[config.mk]
export PLATFORM = sky130hd
export DESIGN_NAME = usb_control_endpoint_fifo
export DESIGN_NICKNAME = d
export VERILOG_FILES = /design/src/common/usb_ep_pkg.sv /design/src/hw/usb_control_endpoint_fifo.sv /design/src/hw/ep0_fifo_ram.sv /design/src/hw/ep_fifo_layout.sv
export SDC_FILE = /design/constraint.sdc
export NUM_CORES = 1
export LEC_CHECK = 0
export BUFFER_PORTS_ARGS = -buffer_cell sky130_fd_sc_hd__buf_2
export CORE_UTILIZATION = 50
export DETAILED_ROUTE_END_ITERATION = 8
export PLACE_DENSITY = 0.71
export REMOVE_ABC_BUFFERS = 1
export SLEW_MARGIN = 20
export SYNTH_ARGS = -nofsm -noshare
export SYNTH_HDL_FRONTEND = slang
export SYNTH_SLANG_ARGS = --single-unit
[constraint.sdc]
create_clock -name CLK -period 5.5 [get_ports CLK]
set_clock_uncertainty 0.15 [all_clocks]
set_input_delay 1.375 -clock CLK [delete_from_list [all_inputs] [get_ports CLK]]
set_output_delay 1.375 -clock CLK [all_outputs]
set_load 0.05 [all_outputs]
[src/common/usb_ep_pkg.sv]
// shared constants and types for the endpoint logic
package usb_ep_pkg;
	localparam int          EP0_AW        = 5;
	localparam int          EP0_DEPTH     = 32;
	localparam logic [5:0]  EP0_MAX_LEN   = 6'h20;
	localparam logic [5:0]  CNT_SAT       = 6'h3f;
	localparam logic [5:0]  SETUP_LEN     = 6'h08;
	localparam logic [5:0]  REQTYPE_IDX   = 6'h00;
	localparam logic [5:0]  WLEN_LO_IDX   = 6'h06;
	localparam logic [5:0]  WLEN_HI_IDX   = 6'h07;
	localparam int          DIR_BIT       = 7;
	localparam int          NUM_EP        = 5;
	localparam int          MAXP_W        = 10;
	localparam int          ADDR_W        = 10;
	localparam logic [10:0] EP1_FIFO_SIZE = 11'h020;
	localparam logic [1:0]  PID_SETUP     = 2'h0;
	localparam logic [1:0]  PID_IN        = 2'h1;
	localparam logic [1:0]  PID_OUT       = 2'h2;
	localparam logic [1:0]  HS_ACK        = 2'h0;
	localparam logic [1:0]  HS_NAK        = 2'h1;
	localparam logic [1:0]  HS_STALL      = 2'h2;
	localparam logic [2:0]  EP0_SEL       = 3'h0;

	typedef enum logic [1:0] {EP0_IDLE, EP0_TX, EP0_RX} ep0_state_t;
	typedef enum logic [2:0] {PK_NONE, PK_SETUP, PK_OUT, PK_STATUS, PK_IN} pkt_t;
endpackage

[src/hw/usb_control_endpoint_fifo.sv]
// endpoint 0 control transfer engine and endpoint 1-5 configuration
`timescale 1ns/1ps
module usb_control_endpoint_fifo
	import usb_ep_pkg::*;
(
	input  wire logic              CLK,
	input  wire logic              RESET_N,
	input  wire logic              TOK_VALID,
	input  wire logic [1:0]        TOK_PID,
	input  wire logic [3:0]        TOK_EP,
	input  wire logic              RX_VALID,
	input  wire logic [7:0]        RX_DATA,
	input  wire logic              RX_END,
	input  wire logic              HOST_ACK,
	input  wire logic              TX_REQ,
	output logic                   TX_START,
	output logic      [5:0]        TX_LEN,
	output logic      [7:0]        TX_DATA,
	output logic                   HS_VALID,
	output logic      [1:0]        HS_CODE,
	input  wire logic [2:0]        ENDPOINT_SELECT,
	input  wire logic              TX_PACKET_LOAD,
	input  wire logic              DATA_END_SET,
	input  wire logic              RX_PACKET_RELEASE,
	input  wire logic              FORCE_STALL_SET,
	input  wire logic              SENT_STALL_CLEAR,
	input  wire logic              PREMATURE_END_CLEAR,
	input  wire logic              IRQ_FLAGS_READ,
	input  wire logic              EP0_IRQ_MASK,
	input  wire logic              GLOBAL_USB_IRQ_ENABLE,
	input  wire logic              FIFO_WR,
	input  wire logic [7:0]        FIFO_WDATA,
	input  wire logic              FIFO_RD,
	output logic      [7:0]        FIFO_RDATA,
	input  wire logic              CFG_WR,
	input  wire logic [MAXP_W-1:0] CFG_IN_MAX,
	input  wire logic [MAXP_W-1:0] CFG_OUT_MAX,
	input  wire logic              CFG_IN_ISO,
	input  wire logic              CFG_OUT_ISO,
	input  wire logic              CFG_IN_DBL,
	input  wire logic              CFG_OUT_DBL,
	output logic      [MAXP_W-1:0] IN_MAX_PACKET_SIZE,
	output logic      [MAXP_W-1:0] OUT_MAX_PACKET_SIZE,
	output logic                   IN_ISO_SELECT,
	output logic                   OUT_ISO_SELECT,
	output logic      [ADDR_W-1:0] IN_BUF_ADDR,
	output logic      [ADDR_W-1:0] OUT_BUF_ADDR,
	output logic      [ADDR_W-1:0] IN_BUF2_ADDR,
	output logic      [ADDR_W-1:0] OUT_BUF2_ADDR,
	output logic                   CFG_FITS,
	output logic      [1:0]        EP0_STATE,
	output logic                   RX_PACKET_WAITING,
	output logic                   TX_PACKET_LOADED,
	output logic                   DATA_END,
	output logic                   FORCE_STALL,
	output logic                   SENT_STALL,
	output logic                   PREMATURE_END,
	output logic      [5:0]        EP0_RX_BYTE_COUNT,
	output logic                   EP0_IRQ_FLAG,
	output logic                   USB_IRQ
);
	typedef struct packed {
		ep0_state_t                   st;
		pkt_t                         pk;
		logic [5:0]                   wr_ptr;
		logic [5:0]                   rd_ptr;
		logic [5:0]                   rx_cnt;
		logic [5:0]                   tx_len;
		logic [5:0]                   cnt_out;
		logic                         rx_waiting;
		logic                         tx_loaded;
		logic                         data_end;
		logic                         send_stall;
		logic                         sent_stall;
		logic                         prem_end;
		logic                         irq_flag;
		logic                         has_data;
		logic                         dir_in;
		logic                         hs_valid;
		logic [1:0]                   hs_code;
		logic                         tx_start;
		logic [NUM_EP-1:0][MAXP_W-1:0] in_max;
		logic [NUM_EP-1:0][MAXP_W-1:0] out_max;
		logic [NUM_EP-1:0]            in_iso;
		logic [NUM_EP-1:0]            out_iso;
		logic [NUM_EP-1:0]            in_dbl;
		logic [NUM_EP-1:0]            out_dbl;
		logic [ADDR_W-1:0]            in_addr;
		logic [ADDR_W-1:0]            out_addr;
		logic [ADDR_W-1:0]            in2_addr;
		logic [ADDR_W-1:0]            out2_addr;
		logic                         fits;
	} ctl_t;

	ctl_t              r_reg;
	ctl_t              r_next;
	logic              mem_we;
	logic [4:0]        mem_waddr;
	logic [7:0]        mem_wdata;
	logic [7:0]        mem_rdata;
	logic              sel0;
	logic              sel_ok;
	logic [2:0]        sel_idx;
	logic              lay_dbl;
	logic [ADDR_W-1:0] lay_in;
	logic [ADDR_W-1:0] lay_out;
	logic [ADDR_W-1:0] lay_in2;
	logic [ADDR_W-1:0] lay_out2;
	logic              lay_fits;

	assign sel0    = (ENDPOINT_SELECT == EP0_SEL);
	assign sel_ok  = !sel0 && (ENDPOINT_SELECT <= 3'(NUM_EP));
	assign sel_idx = sel_ok ? (ENDPOINT_SELECT - 3'h1) : 3'h0;
	assign lay_dbl = r_reg.in_dbl[sel_idx] | r_reg.out_dbl[sel_idx];

	ep0_fifo_ram u_ram (
		.clk     (CLK),
		.reset_n (RESET_N),
		.we      (mem_we),
		.waddr   (mem_waddr),
		.wdata   (mem_wdata),
		.re      (FIFO_RD | TX_REQ),
		.raddr   (r_reg.rd_ptr[4:0]),
		.rdata   (mem_rdata)
	);

	ep_fifo_layout u_layout (
		.ep        (sel_ok ? ENDPOINT_SELECT : 3'h1),
		.in_max    (r_reg.in_max[sel_idx]),
		.out_max   (r_reg.out_max[sel_idx]),
		.dbl       (lay_dbl),
		.in_addr   (lay_in),
		.out_addr  (lay_out),
		.in2_addr  (lay_in2),
		.out2_addr (lay_out2),
		.fits      (lay_fits)
	);

	always_comb begin
		logic stall_now;
		logic set_irq;
		logic usb_wr;
		stall_now = 1'b0;
		set_irq   = 1'b0;
		r_next    = r_reg;
		r_next.hs_valid = 1'b0;
		r_next.tx_start = 1'b0;
		// one pointer pair serves both directions: the fifo is never used both ways at once
		usb_wr    = RX_VALID && (r_reg.pk == PK_SETUP || r_reg.pk == PK_OUT)
			&& (r_reg.wr_ptr < EP0_MAX_LEN);
		mem_we    = usb_wr || (FIFO_WR && sel0 && r_reg.wr_ptr < EP0_MAX_LEN);
		mem_waddr = r_reg.wr_ptr[4:0];
		mem_wdata = usb_wr ? RX_DATA : FIFO_WDATA;
		if (mem_we) begin
			r_next.wr_ptr = r_reg.wr_ptr + 6'h01;
		end
		if (FIFO_RD || TX_REQ) begin
			r_next.rd_ptr = r_reg.rd_ptr + 6'h01;
		end
		// clears first so a same-cycle hardware set wins
		if (IRQ_FLAGS_READ) begin
			r_next.irq_flag = 1'b0;
		end
		if (sel0 && SENT_STALL_CLEAR) begin
			r_next.sent_stall = 1'b0;
		end
		if (sel0 && PREMATURE_END_CLEAR) begin
			r_next.prem_end = 1'b0;
		end
		if (sel0 && FORCE_STALL_SET) begin
			r_next.send_stall = 1'b1;
		end
		if (sel0 && DATA_END_SET) begin
			r_next.data_end = 1'b1;
		end
		if (sel0 && TX_PACKET_LOAD) begin
			r_next.tx_loaded = 1'b1;
			r_next.tx_len    = r_reg.wr_ptr;
		end
		if (sel0 && RX_PACKET_RELEASE && r_reg.rx_waiting) begin
			r_next.rx_waiting = 1'b0;
			r_next.wr_ptr     = '0;
			r_next.rd_ptr     = '0;
			if (r_reg.st == EP0_IDLE && r_reg.has_data && !r_next.data_end) begin
				r_next.st       = r_reg.dir_in ? EP0_TX : EP0_RX;
				r_next.has_data = 1'b0;
			end
		end
		if (CFG_WR && sel_ok) begin
			r_next.in_max[sel_idx]  = CFG_IN_MAX;
			r_next.out_max[sel_idx] = CFG_OUT_MAX;
			r_next.in_iso[sel_idx]  = CFG_IN_ISO;
			r_next.out_iso[sel_idx] = CFG_OUT_ISO;
			r_next.in_dbl[sel_idx]  = CFG_IN_DBL;
			r_next.out_dbl[sel_idx] = CFG_OUT_DBL;
		end
		// tokens to endpoint 0
		if (TOK_VALID && TOK_EP == 4'h0) begin
			r_next.pk = PK_NONE;
			if (TOK_PID == PID_SETUP) begin
				if (r_reg.st != EP0_IDLE) begin
					r_next.prem_end = 1'b1;
					set_irq         = 1'b1;
				end
				r_next.st       = EP0_IDLE;
				r_next.pk       = PK_SETUP;
				r_next.wr_ptr   = '0;
				r_next.rx_cnt   = '0;
				r_next.has_data = 1'b0;
				r_next.data_end = 1'b0;
				r_next.tx_loaded = 1'b0;
			end else if (r_reg.send_stall && (TOK_PID == PID_IN || TOK_PID == PID_OUT)) begin
				stall_now = 1'b1;
			end else if (TOK_PID == PID_IN) begin
				case (r_reg.st)
					EP0_TX: begin
						if (r_reg.tx_loaded) begin
							r_next.pk       = PK_IN;
							r_next.tx_start = 1'b1;
							r_next.rd_ptr   = '0;
						end else if (r_reg.data_end) begin
							stall_now = 1'b1;
						end else begin
							r_next.hs_valid = 1'b1;
							r_next.hs_code  = HS_NAK;
						end
					end
					EP0_RX: begin
						if (r_reg.data_end && !r_reg.rx_waiting) begin
							r_next.pk       = PK_STATUS;
							r_next.tx_len   = '0;
							r_next.tx_start = 1'b1;
						end else begin
							r_next.prem_end = 1'b1;
							r_next.st       = EP0_IDLE;
							set_irq         = 1'b1;
						end
					end
					EP0_IDLE: begin
						if (r_reg.data_end && !r_reg.rx_waiting) begin
							r_next.pk       = PK_STATUS;
							r_next.tx_len   = '0;
							r_next.tx_start = 1'b1;
						end else begin
							r_next.hs_valid = 1'b1;
							r_next.hs_code  = HS_NAK;
						end
					end
					default: begin
						r_next.st = EP0_IDLE;
					end
				endcase
			end else if (TOK_PID == PID_OUT) begin
				case (r_reg.st)
					EP0_TX: begin
						if (r_reg.data_end && !r_reg.tx_loaded) begin
							r_next.pk     = PK_STATUS;
							r_next.rx_cnt = '0;
						end else begin
							r_next.prem_end = 1'b1;
							r_next.st       = EP0_IDLE;
							set_irq         = 1'b1;
						end
					end
					EP0_RX: begin
						if (r_reg.data_end) begin
							stall_now = 1'b1;
						end else if (r_reg.rx_waiting) begin
							r_next.hs_valid = 1'b1;
							r_next.hs_code  = HS_NAK;
						end else begin
							r_next.pk     = PK_OUT;
							r_next.wr_ptr = '0;
							r_next.rx_cnt = '0;
						end
					end
					default: begin
						r_next.hs_valid = 1'b1;
						r_next.hs_code  = HS_NAK;
					end
				endcase
			end
		end
		// incoming data bytes
		if (RX_VALID && (r_reg.pk == PK_SETUP || r_reg.pk == PK_OUT || r_reg.pk == PK_STATUS)) begin
			if (r_reg.rx_cnt != CNT_SAT) begin
				r_next.rx_cnt = r_reg.rx_cnt + 6'h01;
			end
			if (r_reg.pk == PK_SETUP) begin
				if (r_reg.rx_cnt == REQTYPE_IDX) begin
					r_next.dir_in = RX_DATA[DIR_BIT];
				end
				if ((r_reg.rx_cnt == WLEN_LO_IDX || r_reg.rx_cnt == WLEN_HI_IDX)
					&& RX_DATA != 8'h00) begin
					r_next.has_data = 1'b1;
				end
			end
		end
		// end of a data packet from the host; flags change with the handshake
		if (RX_END && r_reg.pk != PK_NONE && r_reg.pk != PK_IN) begin
			r_next.pk = PK_NONE;
			case (r_reg.pk)
				PK_SETUP: begin
					if (r_reg.rx_cnt == SETUP_LEN) begin
						r_next.hs_valid   = 1'b1;
						r_next.hs_code    = HS_ACK;
						r_next.rx_waiting = 1'b1;
						r_next.cnt_out    = r_reg.rx_cnt;
						set_irq           = 1'b1;
					end else begin
						r_next.wr_ptr = '0;
					end
				end
				PK_OUT: begin
					if (r_reg.rx_cnt > EP0_MAX_LEN) begin
						stall_now = 1'b1;
					end else begin
						r_next.hs_valid   = 1'b1;
						r_next.hs_code    = HS_ACK;
						r_next.rx_waiting = 1'b1;
						r_next.cnt_out    = r_reg.rx_cnt;
						set_irq           = 1'b1;
					end
				end
				PK_STATUS: begin
					if (r_reg.rx_cnt != 6'h00) begin
						stall_now = 1'b1;
					end else begin
						r_next.hs_valid = 1'b1;
						r_next.hs_code  = HS_ACK;
						r_next.st       = EP0_IDLE;
						r_next.data_end = 1'b0;
						set_irq         = 1'b1;
					end
				end
				default: begin
					r_next.pk = PK_NONE;
				end
			endcase
		end
		// host acknowledged our data packet
		if (HOST_ACK && r_reg.pk == PK_IN) begin
			r_next.pk        = PK_NONE;
			r_next.tx_loaded = 1'b0;
			r_next.wr_ptr    = '0;
			set_irq          = 1'b1;
		end
		if (HOST_ACK && r_reg.pk == PK_STATUS) begin
			r_next.pk       = PK_NONE;
			r_next.st       = EP0_IDLE;
			r_next.data_end = 1'b0;
			set_irq         = 1'b1;
		end
		if (stall_now) begin
			r_next.hs_valid   = 1'b1;
			r_next.hs_code    = HS_STALL;
			r_next.sent_stall = 1'b1;
			r_next.send_stall = 1'b0;
			r_next.st         = EP0_IDLE;
			r_next.pk         = PK_NONE;
			r_next.data_end   = 1'b0;
			set_irq           = 1'b1;
		end
		if (set_irq) begin
			r_next.irq_flag = 1'b1;
		end
		r_next.in_addr   = lay_in;
		r_next.out_addr  = lay_out;
		r_next.in2_addr  = lay_in2;
		r_next.out2_addr = lay_out2;
		r_next.fits      = lay_fits;
	end

	always_ff @(posedge CLK or negedge RESET_N) begin
		if (!RESET_N) begin
			r_reg <= '0;
		end else begin
			r_reg <= r_next;
		end
	end

	assign TX_START            = r_reg.tx_start;
	assign TX_LEN              = r_reg.tx_len;
	assign TX_DATA             = mem_rdata;
	assign FIFO_RDATA          = mem_rdata;
	assign HS_VALID            = r_reg.hs_valid;
	assign HS_CODE             = r_reg.hs_code;
	assign IN_MAX_PACKET_SIZE  = r_reg.in_max[sel_idx];
	assign OUT_MAX_PACKET_SIZE = r_reg.out_max[sel_idx];
	assign IN_ISO_SELECT       = r_reg.in_iso[sel_idx];
	assign OUT_ISO_SELECT      = r_reg.out_iso[sel_idx];
	assign IN_BUF_ADDR         = r_reg.in_addr;
	assign OUT_BUF_ADDR        = r_reg.out_addr;
	assign IN_BUF2_ADDR        = r_reg.in2_addr;
	assign OUT_BUF2_ADDR       = r_reg.out2_addr;
	assign CFG_FITS            = r_reg.fits;
	assign EP0_STATE           = r_reg.st;
	assign RX_PACKET_WAITING   = r_reg.rx_waiting;
	assign TX_PACKET_LOADED    = r_reg.tx_loaded;
	assign DATA_END            = r_reg.data_end;
	assign FORCE_STALL         = r_reg.send_stall;
	assign SENT_STALL          = r_reg.sent_stall;
	assign PREMATURE_END       = r_reg.prem_end;
	// count is meaningful only while a packet waits
	assign EP0_RX_BYTE_COUNT   = r_reg.rx_waiting ? r_reg.cnt_out : 6'h00;
	assign EP0_IRQ_FLAG        = r_reg.irq_flag;
	assign USB_IRQ             = r_reg.irq_flag & EP0_IRQ_MASK & GLOBAL_USB_IRQ_ENABLE;
endmodule

[src/hw/ep0_fifo_ram.sv]
// endpoint 0 packet memory, one write port and one registered read port
`timescale 1ns/1ps
module ep0_fifo_ram
	import usb_ep_pkg::*;
#(
	parameter int DEPTH = EP0_DEPTH,
	parameter int AW    = EP0_AW
) (
	input  wire logic          clk,
	input  wire logic          reset_n,
	input  wire logic          we,
	input  wire logic [AW-1:0] waddr,
	input  wire logic [7:0]    wdata,
	input  wire logic          re,
	input  wire logic [AW-1:0] raddr,
	output logic      [7:0]    rdata
);
	typedef struct packed {
		logic [DEPTH-1:0][7:0] mem;
		logic [7:0]            rdata;
	} ram_t;

	ram_t r_reg;
	ram_t r_next;

	always_comb begin
		r_next = r_reg;
		if (we) begin
			r_next.mem[waddr] = wdata;
		end
		if (re) begin
			r_next.rdata = r_reg.mem[raddr];
		end
	end

	always_ff @(posedge clk or negedge reset_n) begin
		if (!reset_n) begin
			r_reg <= '0;
		end else begin
			r_reg <= r_next;
		end
	end

	assign rdata = r_reg.rdata;
endmodule

[src/hw/ep_fifo_layout.sv]
// buffer start addresses and fit check for one endpoint region
`timescale 1ns/1ps
module ep_fifo_layout
	import usb_ep_pkg::*;
(
	input  wire logic [2:0]        ep,
	input  wire logic [MAXP_W-1:0] in_max,
	input  wire logic [MAXP_W-1:0] out_max,
	input  wire logic              dbl,
	output logic      [ADDR_W-1:0] in_addr,
	output logic      [ADDR_W-1:0] out_addr,
	output logic      [ADDR_W-1:0] in2_addr,
	output logic      [ADDR_W-1:0] out2_addr,
	output logic                   fits
);
	logic [10:0] size;
	logic [10:0] half;
	logic [10:0] sum;
	logic [10:0] top;

	// regions double in size, so each region's base equals its size
	always_comb begin
		size      = EP1_FIFO_SIZE << (ep - 3'h1);
		half      = size >> 1;
		sum       = {1'b0, in_max} + {1'b0, out_max};
		top       = size + size - 11'h001;
		in_addr   = top[ADDR_W-1:0];
		out_addr  = size[ADDR_W-1:0];
		out2_addr = 10'(size + half);
		in2_addr  = 10'(size + half - 11'h001);
		fits      = dbl ? (sum <= half) : (sum <= size);
	end
endmodule

==> flow_summary.toml <==
[run_status]
status = "completed"

[grt]
antenna_found_initial = 2
grt_pass1_wl_um = 88400
grt_max_degree = 115
track_usage_pct = 25.1
grt_pass1_vias = 16335
grt_overflow_total = 0

[clock_tree]
clock-sinks = 452
cts_root_buf = "clkbuf_16"
cts_buffers = 47
cts_tree = "yes"
ctsHtreeMaxLevel = 2
cts_max_path_buffers = 3
clk_latency_ns = 0.58
ctsHoldBuffers = 0
path_clk_slew_ns = 0.06

[logic_synthesis]
yosysWarnings = 0
synth_top_area_share_pct = 51.9
synthArstFlopShare_pct = 100
seq_area_frac_synth_pct = 51.9
yosysTopAreaCell = "dfrtp_1"
synth_edf_count = 0
synth_flop_cell = "dfrtp_1"
postSynthAreaPerCell_um2 = 10.6
synth_seq_cells = 452
syn_inst = 2045
synth.area.top_cells = "dfrtp_1 52%, mux4_2 6.6%, mux2_2 6.2%"
ys_types = 69
syn_area_um2 = 21800

[power]
leakagePower_nw = 11.5
vdd_ir_drop_max_mv = 0.314
p_per_area_nw_per_um2 = 454

[place]
dpl.hpwl_um = 36500
dpl_cell_area_um2 = 23200
gp_congestion = 0.908
portBuffers = 163
dpl.cell_count = 2695

[route]
viasPerCell = 5.79
routed_wl_um = 53900
wl_per_cell_um = 19.4
via_count = 16120
ant_nets = 0
drtIter0Drc = 1166
dr.pass1.iters = 5
drcViolationCount = 0

[floorplan]
ios = 173
start_util_pct = 50.7
dieArea_um2 = 44400
dieWidth_um = 211
die_h_um = 211
core_um2 = 43000
num_rows = 76

[worst_setup_path]
critPathLaunch = "ENDPOINT_SELECT[1]"
critPathLaunchType = "primary input"
worst-setup-path-type = "primary input to output pin"
worstSetupEndpointType = "output pin"
cp_max_fo = 7
r2r_start = "r_reg[111]"
arrival_ns = 3.80
cp.required_ns = 3.97

[sta]
slew_headroom_pct = 26.8
setup_viol = 0
hold_ws_ns = 0.326
hold_viol_final = 0
fin_setup_tns_ns = 0
clock.fmax_mhz = 188
fin_crit_ns = 5.33
tightestPinTransition_ns = 1.07
min_period_over_period_pct = 96.9
slew_violations = 0

[finish]
fin_util_pct = 58.0
final_cell_area_um2 = 25000
area_delta_synth_final_pct = 14.6
fin_nets = 2277
fill_cells = 3642
drive_gt1_share_pct = 25.3
seq_area_um2 = 11300
largest_register_ff_count = 256
stdcell_count = 2782
multi_input_area_um2 = 9440

[job]
maxCapViolations = 0

[worst_hold_path]
hold_path.class = "flip-flop to flip-flop"
hp-start = "PREMATURE_END"
-- what timing repair did --
item,CTS,global route
resized for setup,0,9
endpoints found under the setup margin,0,2
setup buffers,0,1
-- layer usage --
layer  share of wire (%)  vias up  global-route usage [%]  wire length (um)
li1                    -     7376                       -                 -
met2                  49      536                    41.2             26100
met3                 7.0      103                    5.25              3770
met4                 2.4        0                    7.02              1300
met5                   0        -                       0                 0
met1                  42     8105                    34.0             22700
-- layout make-up --
| cell class | instances | area share [%] |
|---|---|---|
| sequential | 452 | 45.4 |
| multi-input combinational | 1366 | 37.8 |
| clock buffer | 67 | 5.59 |
| antenna | 2 | 0.0201 |
| timing repair buffer | 266 | 6.83 |
| clock inverter | 17 | 1.04 |
| tap | 585 | 2.93 |
| inverter | 27 | 0.406 |
-- where the power goes --
part	total (W)	switching, W	internal [W]	leakage (nW)
logic	0.00332	0.00191	0.00141	4.70
registers	0.00465	0.000690	0.00396	5.97
clock network	0.00337	0.00132	0.00205	0.795
-- through the flow --
stage / power, W / setup slack (ns)
floorplan: 0.00675 / -3.06
global placement: 0.00786 / -0.252
detailed placement: 0.00798 / -0.440
CTS: 0.0114 / 0.0890
global route: 0.0119 / -0.00589
finish: 0.0113 / 0.170
-- cell families after synthesis --
logic type	Yosys count	share of synthesized area (%)
AND/OR/NAND/NOR	570	11.4
AO/OA/AOI/OAI	503	13.2
flip-flops	452	51.9
buffers and inverters	235	5.55
multiplexers	209	14.0
adder cells (fa/ha/maj)	50	2.94
XOR/XNOR	24	0.965
other	2	0.0345
-- cells in the mapped netlist (27+ instances only) --
cell and instances:
dfrtp_1 452, nand2_1 325, o21ai_0 238, a21oi_1 135
mux2_2 119, nor2_1 101, clkbuf_1 99, buf_4 71
mux4_2 64, ha_1 47, nand3_1 45, a22oi_1 44
buf_2 30, inv_1 27
-- worst paths after layout --
kind,endpoint,slack (ns),cells after the start
max in group asynchronous,HS_CODE[0],3.38,2
min reg2reg,PREMATURE_END,0.33,2
min in group asynchronous,OUT_BUF2_ADDR[6],0.68,1
max reg2reg,CFG_FITS,1.91,15
min,PREMATURE_END,0.33,2
max,IN_MAX_PACKET_SIZE[9],0.17,12
-- placed cells by master (no fill, tap or decap), drive strengths merged, types with 14 or more instances in the layout --
cell	count
nor3	14
xnor2	17
a22oi	44
and2	17
a31oi	15
clkbuf	67
mux4	64
inv	28
o21ai	238
mux2	122
nand3	45
buf	266
dfrtp	452
nor2	101
a21oi	135
o22ai	15
nand2	325
mux2i	23
ha	47
-- worst max-delay path, cell delays in order --
cell and delay, ns:
buf_2 0.11, inv_1 0.12, ha_1 0.18, nor2b_2 0.35
a211oi_4 0.10, buf_4 0.15, nor2_2 0.35, buf_4 0.20
buf_4 0.11, a21oi_1 0.06, o22ai_1 0.37, buf_2 0.35
No activity file was read; power rests on OpenSTA's default activity.
